`src/css_pkg.sv`:
```
package css_pkg;
    // -----------------------------------------------------------------
    // Clock and time base
    // -----------------------------------------------------------------
    localparam int unsigned CLK_HZ   = 40_000_000;
    localparam int unsigned BASE_US  = 1000;
    localparam int unsigned BASE_CYC = (CLK_HZ / 1_000_000) * BASE_US;
    localparam int unsigned TMR_W    = 25;
    localparam int unsigned BLK_W    = 10;
    localparam logic [TMR_W-1:0] TMR_ONE = 25'd1;
    localparam logic [BLK_W-1:0] BLK_ONE = 10'd1;
    // Times in milliseconds (one time base step each)
    localparam logic [BLK_W-1:0] BLINK_LAST_MS = 10'd999;
    localparam logic [BLK_W-1:0] PQ_ON_MS      = 10'd50;
    localparam logic [BLK_W-1:0] TO_ON_MS      = 10'd500;
    localparam logic [TMR_W-1:0] T_DEGLITCH_MS = 25'd32;
    localparam logic [TMR_W-1:0] T_PQ_MS       = 25'd1800000;
    localparam logic [TMR_W-1:0] T_FC_MS       = 25'd18000000;
    localparam logic [TMR_W-1:0] T_TERM_MS     = 25'd30000;
    localparam logic [TMR_W-1:0] T_TO_MS       = 25'd1800000;
    localparam logic [TMR_W-1:0] T_WD_MS       = 25'd80000;
    // -----------------------------------------------------------------
    // Register map (byte addresses)
    // -----------------------------------------------------------------
    localparam int unsigned ADDR_W = 8;
    localparam logic [ADDR_W-1:0] REG_CTRL = 8'h00;
    localparam logic [ADDR_W-1:0] REG_WDOG = 8'h04;
    localparam logic [ADDR_W-1:0] REG_STAT = 8'h08;
    localparam logic [ADDR_W-1:0] REG_IRQ  = 8'h0c;
    localparam int unsigned CTRL_IND_EN_BIT = 0;
    localparam int unsigned CTRL_WD_EN_BIT  = 1;
    localparam int unsigned CTRL_MODE_BIT   = 2;
    localparam int unsigned CTRL_ILIM_LSB   = 8;
    localparam int unsigned ILIM_W          = 7;
    localparam logic [ILIM_W-1:0] ILIM_RESET = 7'h0f;
    localparam logic [1:0] WDCLR_KEY = 2'h1;
    localparam int unsigned STAT_CHARGER_OK_FLAG_BIT = 0;
    localparam int unsigned STAT_BYPASS_OK_FLAG_BIT = 1;
    localparam int unsigned STAT_CHG_DTL_LSB = 4;
    localparam int unsigned STAT_BYP_DTL_LSB = 8;
    localparam int unsigned STAT_STATE_LSB  = 16;
    localparam int unsigned IRQ_CHG_BIT = 0;
    localparam int unsigned IRQ_BYP_BIT = 1;
    // Detail codes
    localparam logic [3:0] DTL_DEAD   = 4'h0;
    localparam logic [3:0] DTL_CC     = 4'h1;
    localparam logic [3:0] DTL_TOPOFF = 4'h3;
    localparam logic [3:0] DTL_DONE   = 4'h4;
    localparam logic [3:0] DTL_TFAULT = 4'h6;
    localparam logic [3:0] DTL_WDOG   = 4'hb;
    localparam logic [3:0] DTL_RESET  = 4'hf;
    localparam logic [3:0] BYP_DTL_OK   = 4'h0;
    localparam logic [3:0] BYP_DTL_VREG = 4'h8;
    // -----------------------------------------------------------------
    // Charger states
    // -----------------------------------------------------------------
    typedef enum logic [8:0] {
        ST_OFF    = 9'h001, ST_DEAD   = 9'h002, ST_LOWPQ  = 9'h004,
        ST_CC     = 9'h008, ST_CV     = 9'h010, ST_TOPOFF = 9'h020,
        ST_DONE   = 9'h040, ST_TFAULT = 9'h080, ST_WDSUS  = 9'h100
    } css_state_e;
endpackage : css_pkg

```
`src/css_reg_if.sv`:
```
`timescale 1ns/1ps
interface css_reg_if;
    logic        wr;
    logic        rd;
    logic [7:0]  addr;
    logic [31:0] wdata;
    logic [3:0]  be;
    logic [31:0] rdata;
    modport bus  (output wr, rd, addr, wdata, be, input rdata);
    modport regs (input wr, rd, addr, wdata, be, output rdata);
endinterface : css_reg_if

```
`src/css_tick_gen.sv`:
```
`timescale 1ns/1ps
module css_tick_gen #(
    parameter int unsigned CYCLES = 40000
) (
    // Clock and reset
    input  wire logic i_clock,
    input  wire logic i_arst_n,
    // Time base
    output logic      o_tick
);
    import css_pkg::*;
    localparam int unsigned CW = $clog2(CYCLES + 1);
    localparam logic [CW-1:0] LAST = CW'(CYCLES - 1);
    typedef struct packed {
        logic [CW-1:0] cnt;
        logic          tick;
    } css_tick_s;
    css_tick_s q, d;
    always_comb begin
        d      = q;
        d.tick = (q.cnt == LAST);
        d.cnt  = d.tick ? '0 : q.cnt + CW'(1);
    end
    always_ff @(posedge i_clock or negedge i_arst_n) begin
        if (!i_arst_n) begin
            q <= '0;
        end else begin
            q <= d;
        end
    end
    assign o_tick = q.tick;
endmodule : css_tick_gen

```
`src/css_avmm_slave.sv`:
```
`timescale 1ns/1ps
module css_avmm_slave (
    // Clock and reset
    input  wire logic        i_clock,
    input  wire logic        i_arst_n,
    // Avalon-MM slave
    input  wire logic [7:0]  i_address,
    input  wire logic        i_read,
    input  wire logic        i_write,
    input  wire logic [31:0] i_writedata,
    input  wire logic [3:0]  i_byteenable,
    output logic [31:0]      o_readdata,
    output logic             o_waitrequest,
    // Register side
    css_reg_if.bus           reg_bus
);
    import css_pkg::*;
    typedef enum logic [2:0] {
        PH_IDLE = 3'h1, PH_ACC = 3'h2, PH_ANS = 3'h4
    } css_phase_e;
    typedef struct packed {
        css_phase_e  ph;
        logic        wait_r;
        logic [31:0] rdata;
    } css_slv_s;
    css_slv_s q, d;
    // The request is held by the master, so the strobe may look at it
    assign reg_bus.wr    = (q.ph == PH_ACC) && i_write;
    assign reg_bus.rd    = (q.ph == PH_ACC) && i_read;
    assign reg_bus.addr  = i_address;
    assign reg_bus.wdata = i_writedata;
    assign reg_bus.be    = i_byteenable;
    always_comb begin
        d = q;
        unique case (q.ph)
            PH_IDLE: begin
                if (i_read || i_write) d.ph = PH_ACC;
            end
            PH_ACC: begin
                d.ph     = PH_ANS;
                d.wait_r = 1'b0;
                d.rdata  = i_read ? reg_bus.rdata : 32'h0;
            end
            PH_ANS: begin
                d.ph     = PH_IDLE;
                d.wait_r = 1'b1;
            end
            default: begin
                d.ph     = PH_IDLE;
                d.wait_r = 1'b1;
            end
        endcase
    end
    always_ff @(posedge i_clock or negedge i_arst_n) begin
        if (!i_arst_n) begin
            q <= '{ph: PH_IDLE, wait_r: 1'b1, rdata: 32'h0};
        end else begin
            q <= d;
        end
    end
    assign o_readdata    = q.rdata;
    assign o_waitrequest = q.wait_r;
endmodule : css_avmm_slave

```
`src/css_charger_seq.sv`:
```
// The register addresses and register access over Avalon-MM are this design's own decisions.
`timescale 1ns/1ps
module css_charger_seq #(
    parameter int unsigned TICK_CYCLES = css_pkg::BASE_CYC
) (
    // Clock and reset
    input  wire logic        i_clock,
    input  wire logic        i_arst_n,
    // Avalon-MM slave
    input  wire logic [7:0]  i_address,
    input  wire logic        i_read,
    input  wire logic        i_write,
    input  wire logic [31:0] i_writedata,
    input  wire logic [3:0]  i_byteenable,
    output logic [31:0]      o_readdata,
    output logic             o_waitrequest,
    // Analog comparator levels
    input  wire logic        i_charger_supply_input,
    input  wire logic        i_battery_present_sense_n,
    input  wire logic        i_batt_above_dead,
    input  wire logic        i_batt_above_low,
    input  wire logic        i_batt_above_reg,
    input  wire logic        i_batt_below_restart,
    input  wire logic        i_chg_cur_below_topoff,
    input  wire logic        i_die_above_die_regulation_temperature,
    input  wire logic        i_in_current_limited,
    input  wire logic        i_input_below_reg,
    input  wire logic        i_ilim_at_floor,
    input  wire logic        i_vreg_loop_active,
    input  wire logic        i_otp_ovp_polarity,
    // Power stage controls
    output logic             o_prequal_indicator_output,
    output logic             o_charge_indicator_output,
    output logic             o_ovp_switch_drive,
    output logic             o_charger_input_on,
    output logic             o_buck_enable,
    output logic             o_charge_enable,
    output logic             o_charge_current_reduce,
    output logic [6:0]       o_input_current_limit_setting
);
    import css_pkg::*;

    // -----------------------------------------------------------------
    // State
    // -----------------------------------------------------------------
    typedef struct packed {
        css_state_e        state;
        logic [TMR_W-1:0]  state_ms;
        logic [TMR_W-1:0]  term_ms;
        logic [TMR_W-1:0]  wd_ms;
        logic [BLK_W-1:0]  blink_ms;
        logic              reported;
        logic              ind_en;
        logic              wd_en;
        logic              mode_on;
        logic [ILIM_W-1:0] ilim;
        logic              charger_ok_flag;
        logic              bypass_ok_flag;
        logic [3:0]        chg_dtl;
        logic [3:0]        byp_dtl;
        logic              chg_irq;
        logic              byp_irq;
        logic              chg_pend;
        logic              byp_pend;
        logic              vreg_seen;
        logic              input_off;
        logic              pq_led;
        logic              chg_led;
        logic              ovp_drive;
        logic              input_on;
        logic              buck_en;
        logic              chg_en;
        logic              cur_reduce;
    } css_core_s;

    // Every control bit takes its default on global shutdown
    localparam css_core_s CORE_RST = '{
        state:   ST_OFF,
        ind_en:  1'b1,
        mode_on: 1'b1,
        ilim:    ILIM_RESET,
        chg_dtl: DTL_RESET,
        default: '0
    };

    css_core_s  q, d;
    css_reg_if  regs ();
    logic       tick;
    css_state_e nxt;
    logic       wd_kick;
    logic       irq_read;
    logic       wd_expired;
    logic       start_ok;
    logic       charging;
    logic       entering;
    logic       fast;

    // -----------------------------------------------------------------
    // Submodules
    // -----------------------------------------------------------------
    // One millisecond base shared by blink, deglitch and timeouts
    css_tick_gen #(
        .CYCLES (TICK_CYCLES)
    ) u_tick (
        .i_clock  (i_clock),
        .i_arst_n (i_arst_n),
        .o_tick   (tick)
    );

    css_avmm_slave u_slave (
        .i_clock       (i_clock),
        .i_arst_n      (i_arst_n),
        .i_address     (i_address),
        .i_read        (i_read),
        .i_write       (i_write),
        .i_writedata   (i_writedata),
        .i_byteenable  (i_byteenable),
        .o_readdata    (o_readdata),
        .o_waitrequest (o_waitrequest),
        .reg_bus       (regs.bus)
    );

    // -----------------------------------------------------------------
    // Register read
    // -----------------------------------------------------------------
    always_comb begin
        regs.rdata = 32'h0;
        unique case (regs.addr)
            REG_CTRL: begin
                regs.rdata[CTRL_IND_EN_BIT] = q.ind_en;
                regs.rdata[CTRL_WD_EN_BIT]  = q.wd_en;
                regs.rdata[CTRL_MODE_BIT]   = q.mode_on;
                regs.rdata[CTRL_ILIM_LSB +: ILIM_W] = q.ilim;
            end
            REG_STAT: begin
                regs.rdata[STAT_CHARGER_OK_FLAG_BIT]       = q.charger_ok_flag;
                regs.rdata[STAT_BYPASS_OK_FLAG_BIT]       = q.bypass_ok_flag;
                regs.rdata[STAT_CHG_DTL_LSB +: 4] = q.chg_dtl;
                regs.rdata[STAT_BYP_DTL_LSB +: 4] = q.byp_dtl;
                regs.rdata[STAT_STATE_LSB +: 9]   = q.state;
            end
            REG_IRQ: begin
                regs.rdata[IRQ_CHG_BIT] = q.chg_irq;
                regs.rdata[IRQ_BYP_BIT] = q.byp_irq;
            end
            default: regs.rdata = 32'h0;
        endcase
    end

    // -----------------------------------------------------------------
    // Next state
    // -----------------------------------------------------------------
    always_comb begin
        d = q;
        // Host side register effects
        if (regs.wr && regs.addr == REG_CTRL) begin
            if (regs.be[0]) begin
                d.ind_en  = regs.wdata[CTRL_IND_EN_BIT];
                d.wd_en   = regs.wdata[CTRL_WD_EN_BIT];
                d.mode_on = regs.wdata[CTRL_MODE_BIT];
            end
            if (regs.be[1]) begin
                d.ilim = regs.wdata[CTRL_ILIM_LSB +: ILIM_W];
            end
        end
        // Only the documented key services the watchdog
        wd_kick  = regs.wr && regs.addr == REG_WDOG && regs.be[0]
                   && regs.wdata[1:0] == WDCLR_KEY;
        irq_read = regs.rd && regs.addr == REG_IRQ;

        // Watchdog saturates so a late kick still restarts it
        if (!q.wd_en || wd_kick) begin
            d.wd_ms = '0;
        end else if (tick && q.wd_ms != T_WD_MS) begin
            d.wd_ms = q.wd_ms + TMR_ONE;
        end
        wd_expired = q.wd_en && q.wd_ms == T_WD_MS;

        // Input regulation floor turns the input off until unplug
        if (!i_charger_supply_input) begin
            d.input_off = 1'b0;
        end else if (i_ilim_at_floor && i_input_below_reg) begin
            d.input_off = 1'b1;
        end

        start_ok = i_charger_supply_input && !i_battery_present_sense_n
                   && q.mode_on && !q.input_off;
        charging = q.state inside {ST_DEAD, ST_LOWPQ, ST_CC, ST_CV,
                                   ST_TOPOFF, ST_DONE};

        nxt = q.state;
        unique case (q.state)
            ST_OFF: begin
                if (start_ok) begin
                    if (!i_batt_above_dead)     nxt = ST_DEAD;
                    else if (!i_batt_above_low) nxt = ST_LOWPQ;
                    else if (!i_batt_above_reg) nxt = ST_CC;
                    else                        nxt = ST_CV;
                end
            end
            ST_DEAD: begin
                if (i_batt_above_dead) begin
                    nxt = ST_LOWPQ;
                end else if (q.state_ms >= T_PQ_MS) begin
                    nxt = ST_TFAULT;
                end
            end
            ST_LOWPQ: begin
                if (i_batt_above_low) begin
                    nxt = ST_CC;
                end else if (q.state_ms >= T_PQ_MS) begin
                    nxt = ST_TFAULT;
                end
            end
            ST_CC: begin
                if (i_batt_above_reg) begin
                    nxt = ST_CV;
                end else if (q.state_ms >= T_FC_MS) begin
                    nxt = ST_TFAULT;
                end
            end
            ST_CV: begin
                if (q.term_ms >= T_TERM_MS) begin
                    nxt = ST_TOPOFF;
                end else if (q.state_ms >= T_FC_MS) begin
                    nxt = ST_TFAULT;
                end
            end
            ST_TOPOFF: begin
                if (i_batt_below_restart) begin
                    nxt = ST_CC;
                end else if (q.state_ms >= T_TO_MS) begin
                    nxt = ST_DONE;
                end
            end
            ST_DONE: begin
                if (i_batt_below_restart) nxt = ST_CC;
            end
            ST_TFAULT: nxt = ST_TFAULT; // Left via mode, unplug or watchdog expiry
            ST_WDSUS: begin
                if (wd_kick) nxt = ST_OFF;
            end
            default: nxt = ST_OFF;
        endcase
        if (wd_expired && (charging || q.state == ST_TFAULT)) begin
            nxt = ST_WDSUS;
        end
        // Mode off or unplug ends every state, fault included
        if (!start_ok) begin
            nxt = ST_OFF;
        end
        d.state  = nxt;
        entering = (nxt != q.state);

        // Counters restart on entry so each state times itself
        if (entering) begin
            d.state_ms = '0;
            d.blink_ms = '0;
            d.term_ms  = '0;
            d.reported = 1'b0;
        end else begin
            if (tick && q.state_ms != {TMR_W{1'b1}}) begin
                d.state_ms = q.state_ms + TMR_ONE;
            end
            if (tick) begin
                d.blink_ms = (q.blink_ms == BLINK_LAST_MS) ? '0
                             : q.blink_ms + BLK_ONE;
            end
            if (!i_chg_cur_below_topoff) begin
                d.term_ms = '0;
            end else if (tick && q.term_ms != T_TERM_MS) begin
                d.term_ms = q.term_ms + TMR_ONE;
            end
        end

        // Status codes and ok flags land one cycle before the interrupt bit
        d.chg_pend = 1'b0;
        if (entering && nxt == ST_TFAULT) begin
            d.charger_ok_flag   = 1'b0;
            d.chg_dtl  = DTL_TFAULT;
            d.chg_pend = 1'b1;
        end else if (entering && nxt == ST_WDSUS) begin
            d.charger_ok_flag   = 1'b0;
            d.chg_dtl  = DTL_WDOG;
            d.chg_pend = 1'b1;
        end else if (!entering && !q.reported
                     && q.state_ms == T_DEGLITCH_MS) begin
            d.reported = 1'b1;
            unique case (q.state)
                ST_DEAD: begin
                    d.charger_ok_flag = 1'b1; d.chg_dtl = DTL_DEAD;
                    d.chg_pend = 1'b1;
                end
                ST_CC: begin
                    d.charger_ok_flag = 1'b1; d.chg_dtl = DTL_CC;
                    d.chg_pend = 1'b1;
                end
                ST_TOPOFF: begin
                    d.charger_ok_flag = 1'b1; d.chg_dtl = DTL_TOPOFF;
                    d.chg_pend = 1'b1;
                end
                ST_DONE: begin
                    d.charger_ok_flag = 1'b0; d.chg_dtl = DTL_DONE;
                    d.chg_pend = 1'b1;
                end
                default: d.chg_pend = 1'b0;
            endcase
        end

        // Input regulation report, once per episode
        d.byp_pend  = 1'b0;
        d.vreg_seen = i_vreg_loop_active;
        if (!i_charger_supply_input) begin
            d.bypass_ok_flag  = 1'b0;
            d.byp_dtl = BYP_DTL_OK;
        end else if (i_vreg_loop_active && !q.vreg_seen) begin
            d.bypass_ok_flag   = 1'b0;
            d.byp_dtl  = BYP_DTL_VREG;
            d.byp_pend = 1'b1;
        end else if (q.byp_dtl != BYP_DTL_VREG) begin
            d.bypass_ok_flag = 1'b1;
        end

        // Read clears, but a new event in the same cycle wins
        if (irq_read) begin
            d.chg_irq = 1'b0;
            d.byp_irq = 1'b0;
        end
        if (q.chg_pend) d.chg_irq = 1'b1;
        if (q.byp_pend) d.byp_irq = 1'b1;

        // Power stage
        d.input_on  = i_charger_supply_input && !d.input_off;
        d.buck_en   = d.input_on && q.mode_on;
        // Blocking switch closes whenever the input is off
        d.ovp_drive = !d.input_on ^ i_otp_ovp_polarity;
        d.chg_en    = nxt inside {ST_DEAD, ST_LOWPQ, ST_CC, ST_CV,
                                  ST_TOPOFF};
        // System load is served first by the analog loop; this only
        // flags the foldback causes to it
        fast         = nxt inside {ST_CC, ST_CV, ST_TOPOFF};
        d.cur_reduce = fast && (i_in_current_limited
                       || i_input_below_reg
                       || i_die_above_die_regulation_temperature);

        // Indicators follow the next state and restarted blink count
        d.pq_led  = q.ind_en && (nxt inside {ST_DEAD, ST_LOWPQ})
                    && d.blink_ms < PQ_ON_MS;
        d.chg_led = q.ind_en && ((nxt inside {ST_CC, ST_CV})
                    || (nxt == ST_TOPOFF
                        && d.blink_ms < TO_ON_MS));
    end

    // -----------------------------------------------------------------
    // Registers
    // -----------------------------------------------------------------
    always_ff @(posedge i_clock or negedge i_arst_n) begin
        if (!i_arst_n) begin
            q <= CORE_RST;
        end else begin
            q <= d;
        end
    end

    assign o_prequal_indicator_output    = q.pq_led;
    assign o_charge_indicator_output     = q.chg_led;
    assign o_ovp_switch_drive            = q.ovp_drive;
    assign o_charger_input_on            = q.input_on;
    assign o_buck_enable                 = q.buck_en;
    assign o_charge_enable               = q.chg_en;
    assign o_charge_current_reduce       = q.cur_reduce;
    assign o_input_current_limit_setting = q.ilim;
endmodule : css_charger_seq

```
`config.mk`:
```
export PLATFORM = sky130hd
export DESIGN_NAME = css_charger_seq
export DESIGN_NICKNAME = d
export VERILOG_FILES = /design/src/css_pkg.sv /design/src/css_reg_if.sv /design/src/css_tick_gen.sv /design/src/css_avmm_slave.sv /design/src/css_charger_seq.sv
export SDC_FILE = /design/constraint.sdc
export NUM_CORES = 1
export LEC_CHECK = 0
export BUFFER_PORTS_ARGS = -buffer_cell sky130_fd_sc_hd__buf_2
export CAP_MARGIN = 20
export CORE_ASPECT_RATIO = 0.6
export CORE_MARGIN = 8
export CORE_UTILIZATION = 35
export CTS_CLUSTER_SIZE = 25
export DETAILED_ROUTE_END_ITERATION = 7
export PLACE_DENSITY = 0.6
export SLEW_MARGIN = 20
export SYNTH_ARGS = -nofsm -noshare
export SYNTH_HDL_FRONTEND = slang
export SYNTH_SLANG_ARGS = --single-unit
export TNS_END_PERCENT = 30
```
`constraint.sdc`:
```
create_clock -name i_clock -period 3.3 [get_ports i_clock]
set_input_delay 0.66 -clock i_clock [delete_from_list [all_inputs] [get_ports i_clock]]
set_output_delay 0.66 -clock i_clock [all_outputs]
set_load 0.1 [all_outputs]
```
==> qor.csv <==
metric,value,unit
grt_max_degree,78,
setup_tns,0,ns
power.density,411,mW/mm²
cts_tree,done,
cp.arrival,3.57,ns
vias,7147,
layout-drive-gt1-share,0.248,
worst_slack,0.0648,ns
crit_family,compound AO/OA/AOI/OAI gates,
wl_met2,8730,µm
leakagePower,4.78,nW
final-setup-viol-count,0,
tightest_slew,0.736,ns
die_area,0.0318,mm²
die_h,141,µm
first_pass_iters,5,
cts_buffers,17,
hp-class,in -> async,
timing.slew.headroom,0.509,
dr.first_iter.drc_count,639,
synth_fa_ha_area_frac,0.0109,
via_per_inst,5.06,
worst_path_most_repeated_cell,o31a_1,
cp_cell_sequence,inv_1 -> or4_1 -> a211o_4 -> and3_1 -> or3_4 -> o211a_4 -> a211o_1 -> o31a_1 -> o31a_1,
placed_area,0.0101,mm²
status,finished clean,
dp_hpwl,16500,µm
rsz0062_at_grt,yes,
period_needed,3.24,ns
routedWlPerCell,16.0,µm
synth_edf_count,0,
synthMuxAreaShare,0.0170,
net-switching-power,0.00119,W
final_area,0.0108,mm²
synth_area,0.00918,mm²
die_width,225,µm
path_class,reg -> reg,
antenna_found_initial,1,
p_int,0.00325,W
finalPower,0.00444,W
synth_cell_types,72,
cp_slowest_cell,or4_1,
drt-total-wl,22500,µm
ant_nets,0,
clock_latency,0.44,ns
core_area,0.0261,mm²
cts_root_buf,clkbuf_16,
highest_layer,met4,
seqPwrFrac,0.479,
synth_top_family_by_area,simple AND/OR/NAND/NOR gates,
skew,0.0101,ns
power_switching_share,0.267,
worst-path-max-fanout,5,
crit_required,3.63,ns
syn_to_final_growth,17.6,%
syn-mean-instance-area,9.75,µm²
drt-met1-wl,11900,µm
synth_seq_cells,169,
syn_inst,942,
synth_top_area_frac,0.425,
grt_pass1_wl,36400,µm
yosys_warnings,0,
yosys.area.top_type,dfrtp_1,
start_util,0.351,
max_stage_delay,0.55,ns
grt_pass1_vias,6746,
cts.sinks,169,
grt_overflow,0,
globalplace.congestion,0.964,
synthArstFlopShare,1.00,
track_usage,0.143,
wl_met3,1540,µm
fin_crit_sh,0.980,
pre_cts_slack,-0.312,ns
synth-compound-area-share,0.109,
synth-simple-area-share,0.252,
critPathLaunchType,register,
drcViolationCount,0,
seq_area_frac_synth,0.462,
peakVddDrop,0.000243,V
worstSetupEndpointType,register,
synthTopCellsByArea,"dfrtp_1 43%, nor2_1 4.7%, xor2_1 4.5%, xnor2_1 4.0%, dfstp_2 3.7%",
cap_violations,0,
path_clk_slew,0.07,ns
timing.fmax,309,MHz
rows,46,
clock_power_share,0.448,
drv_slew,0,
h-tree-depth,4,
finalHoldViolations,0,
ios,108,
portBuffers,74,
p_comb_frac,0.074,
nNetsFinal,1108,
clockBufferDepth,2,
cp_num_buf_inv,1,
synth_top_flop_cell,dfrtp_1,
synth-xor-area-share,0.0849,
path summary, 6_finish.rpt:
check | slack [ns] | start | cells past startpoint | endpoint
worst max-delay path | 0.06 | q[120]$_DFF_PN0_ | 9 | o_charge_indicator_output$_DFF_PN0_
worst min-delay path | 0.26 | i_arst_n | 1 | u_slave.o_readdata[19]$_DFFE_PN0N_
worst max register to register | 0.06 | q[120]$_DFF_PN0_ | 9 | o_charge_indicator_output$_DFF_PN0_
worst min register to register | 0.43 | q[10]$_DFF_PN0_ | 1 | q[12]$_DFFE_PN0P_
max in group asynchronous | 2.20 | i_arst_n | 2 | u_tick.q[5]$_DFF_PN0_
min in group i_clock | 0.34 | i_vreg_loop_active | 1 | q[8]$_DFF_PN0_
cell families after synthesis:
family	count (synthesis)
AND/OR/NAND/NOR	420
flip-flops	169
AO/OA/AOI/OAI	136
buffers and inverters	105
XOR/XNOR	89
multiplexers	14
adder cells (fa/ha/maj)	8
other	1
repair_timing:
item,CTS,global route
pin swaps,0,5
hold buffers,0,0
setup buffers,0,3
setup endpoints to repair,25,68
gates resized for setup,2,13
cells in the mapped netlist (all sizes together), types with 14 or more instances:
| cell | n |
|---|---|
| dfrtp | 156 |
| nor2 | 114 |
| nand2 | 69 |
| nor3 | 55 |
| buf | 54 |
| xor2 | 47 |
| xnor2 | 42 |
| nand3 | 38 |
| o21ai | 30 |
| inv | 27 |
| a21oi | 25 |
| clkbuf | 23 |
| nand4 | 23 |
| a22o | 21 |
| and3 | 19 |
| nor4 | 18 |
| or3 | 14 |
power by group through the flow:
stage / Combinational (W) / Clock, W / Sequential, W
floorplan: 0.000158 / 0 / 0.00222
global placement: 0.000323 / 0 / 0.00216
detailed placement: 0.000331 / 0 / 0.00216
CTS: 0.000332 / 0.00204 / 0.00212
global route: 0.000354 / 0.00213 / 0.00213
finish: 0.000327 / 0.00199 / 0.00213
layout by cell type, fill, tap and decap left out, types with 7 or more instances in the layout:
cell type,count
dfrtp_1,154
nor2_1,114
buf_2,73
buf_4,70
nand2_1,68
xor2_1,47
xnor2_1,42
nand3_1,37
nor3_2,30
o21ai_0,29
inv_1,27
a21oi_1,25
nor3_1,23
nand4_1,23
a22o_1,21
and3_1,19
clkbuf_16,17
nor4_1,15
or3_1,13
mux2_2,13
dfstp_2,13
nand2b_1,11
o211ai_1,9
nor2b_1,9
conb_1,9
and2_1,8
nor4b_1,8
and4_1,8
ha_1,8
o31ai_1,7
worst register-to-register path, delay by kind of cell (launching register included):
family | cells | cell delay (ns)
AO/OA/AOI/OAI | 5 | 1.47
AND/OR/NAND/NOR | 3 | 1.19
flip-flops | 1 | 0.41
buffers and inverters | 1 | 0.06
metal layers:
layer | track usage | vias up
met1 | 0.221 | 3428
met4 | 0.0498 | 0
met2 | 0.184 | 197
met3 | 0.0377 | 30
li1 | - | 3492
met5 | 0 | -
area by class of cell:
| type | instances | area (µm²) |
|---|---|---|
| Timing Repair Buffer | 147 | 970 |
| Antenna cell | 1 | 2.50 |
| Tap cell | 360 | 450 |
| Multi-Input combinational cell | 676 | 4450 |
| Fill cell | 2543 | 15300 |
| Inverter | 28 | 105 |
| Clock inverter | 14 | 139 |
| Sequential cell | 169 | 4250 |
| Clock buffer | 18 | 439 |
flip-flops by register name, indices dropped and copies added (netlist names):
| signal | cells |
|---|---|
| q | 111 |
| u_slave.o_readdata | 23 |
| u_tick.q | 16 |
| o_input_current_limit_setting | 7 |
| u_slave.q | 3 |
| o_buck_enable | 1 |
| o_charge_current_reduce | 1 |
| o_charge_enable | 1 |
| o_charge_indicator_output | 1 |
| o_charger_input_on | 1 |
| o_ovp_switch_drive | 1 |
| o_prequal_indicator_output | 1 |
| u_slave.o_waitrequest | 1 |
| u_tick.o_tick | 1 |
stage by stage:
step | util | hold WS (ns) | cells
2_1_floorplan | - | 0.364 | 950
3_3_place_gp | 0.387 | 0.414 | 1376
3_5_place_dp | 0.388 | 0.420 | 1377
4_1_cts | 0.410 | 0.277 | 1409
5_1_grt | 0.413 | 0.311 | 1413
6_report | 0.413 | 0.256 | 1413
No activity file was read; power rests on OpenSTA's default activity.
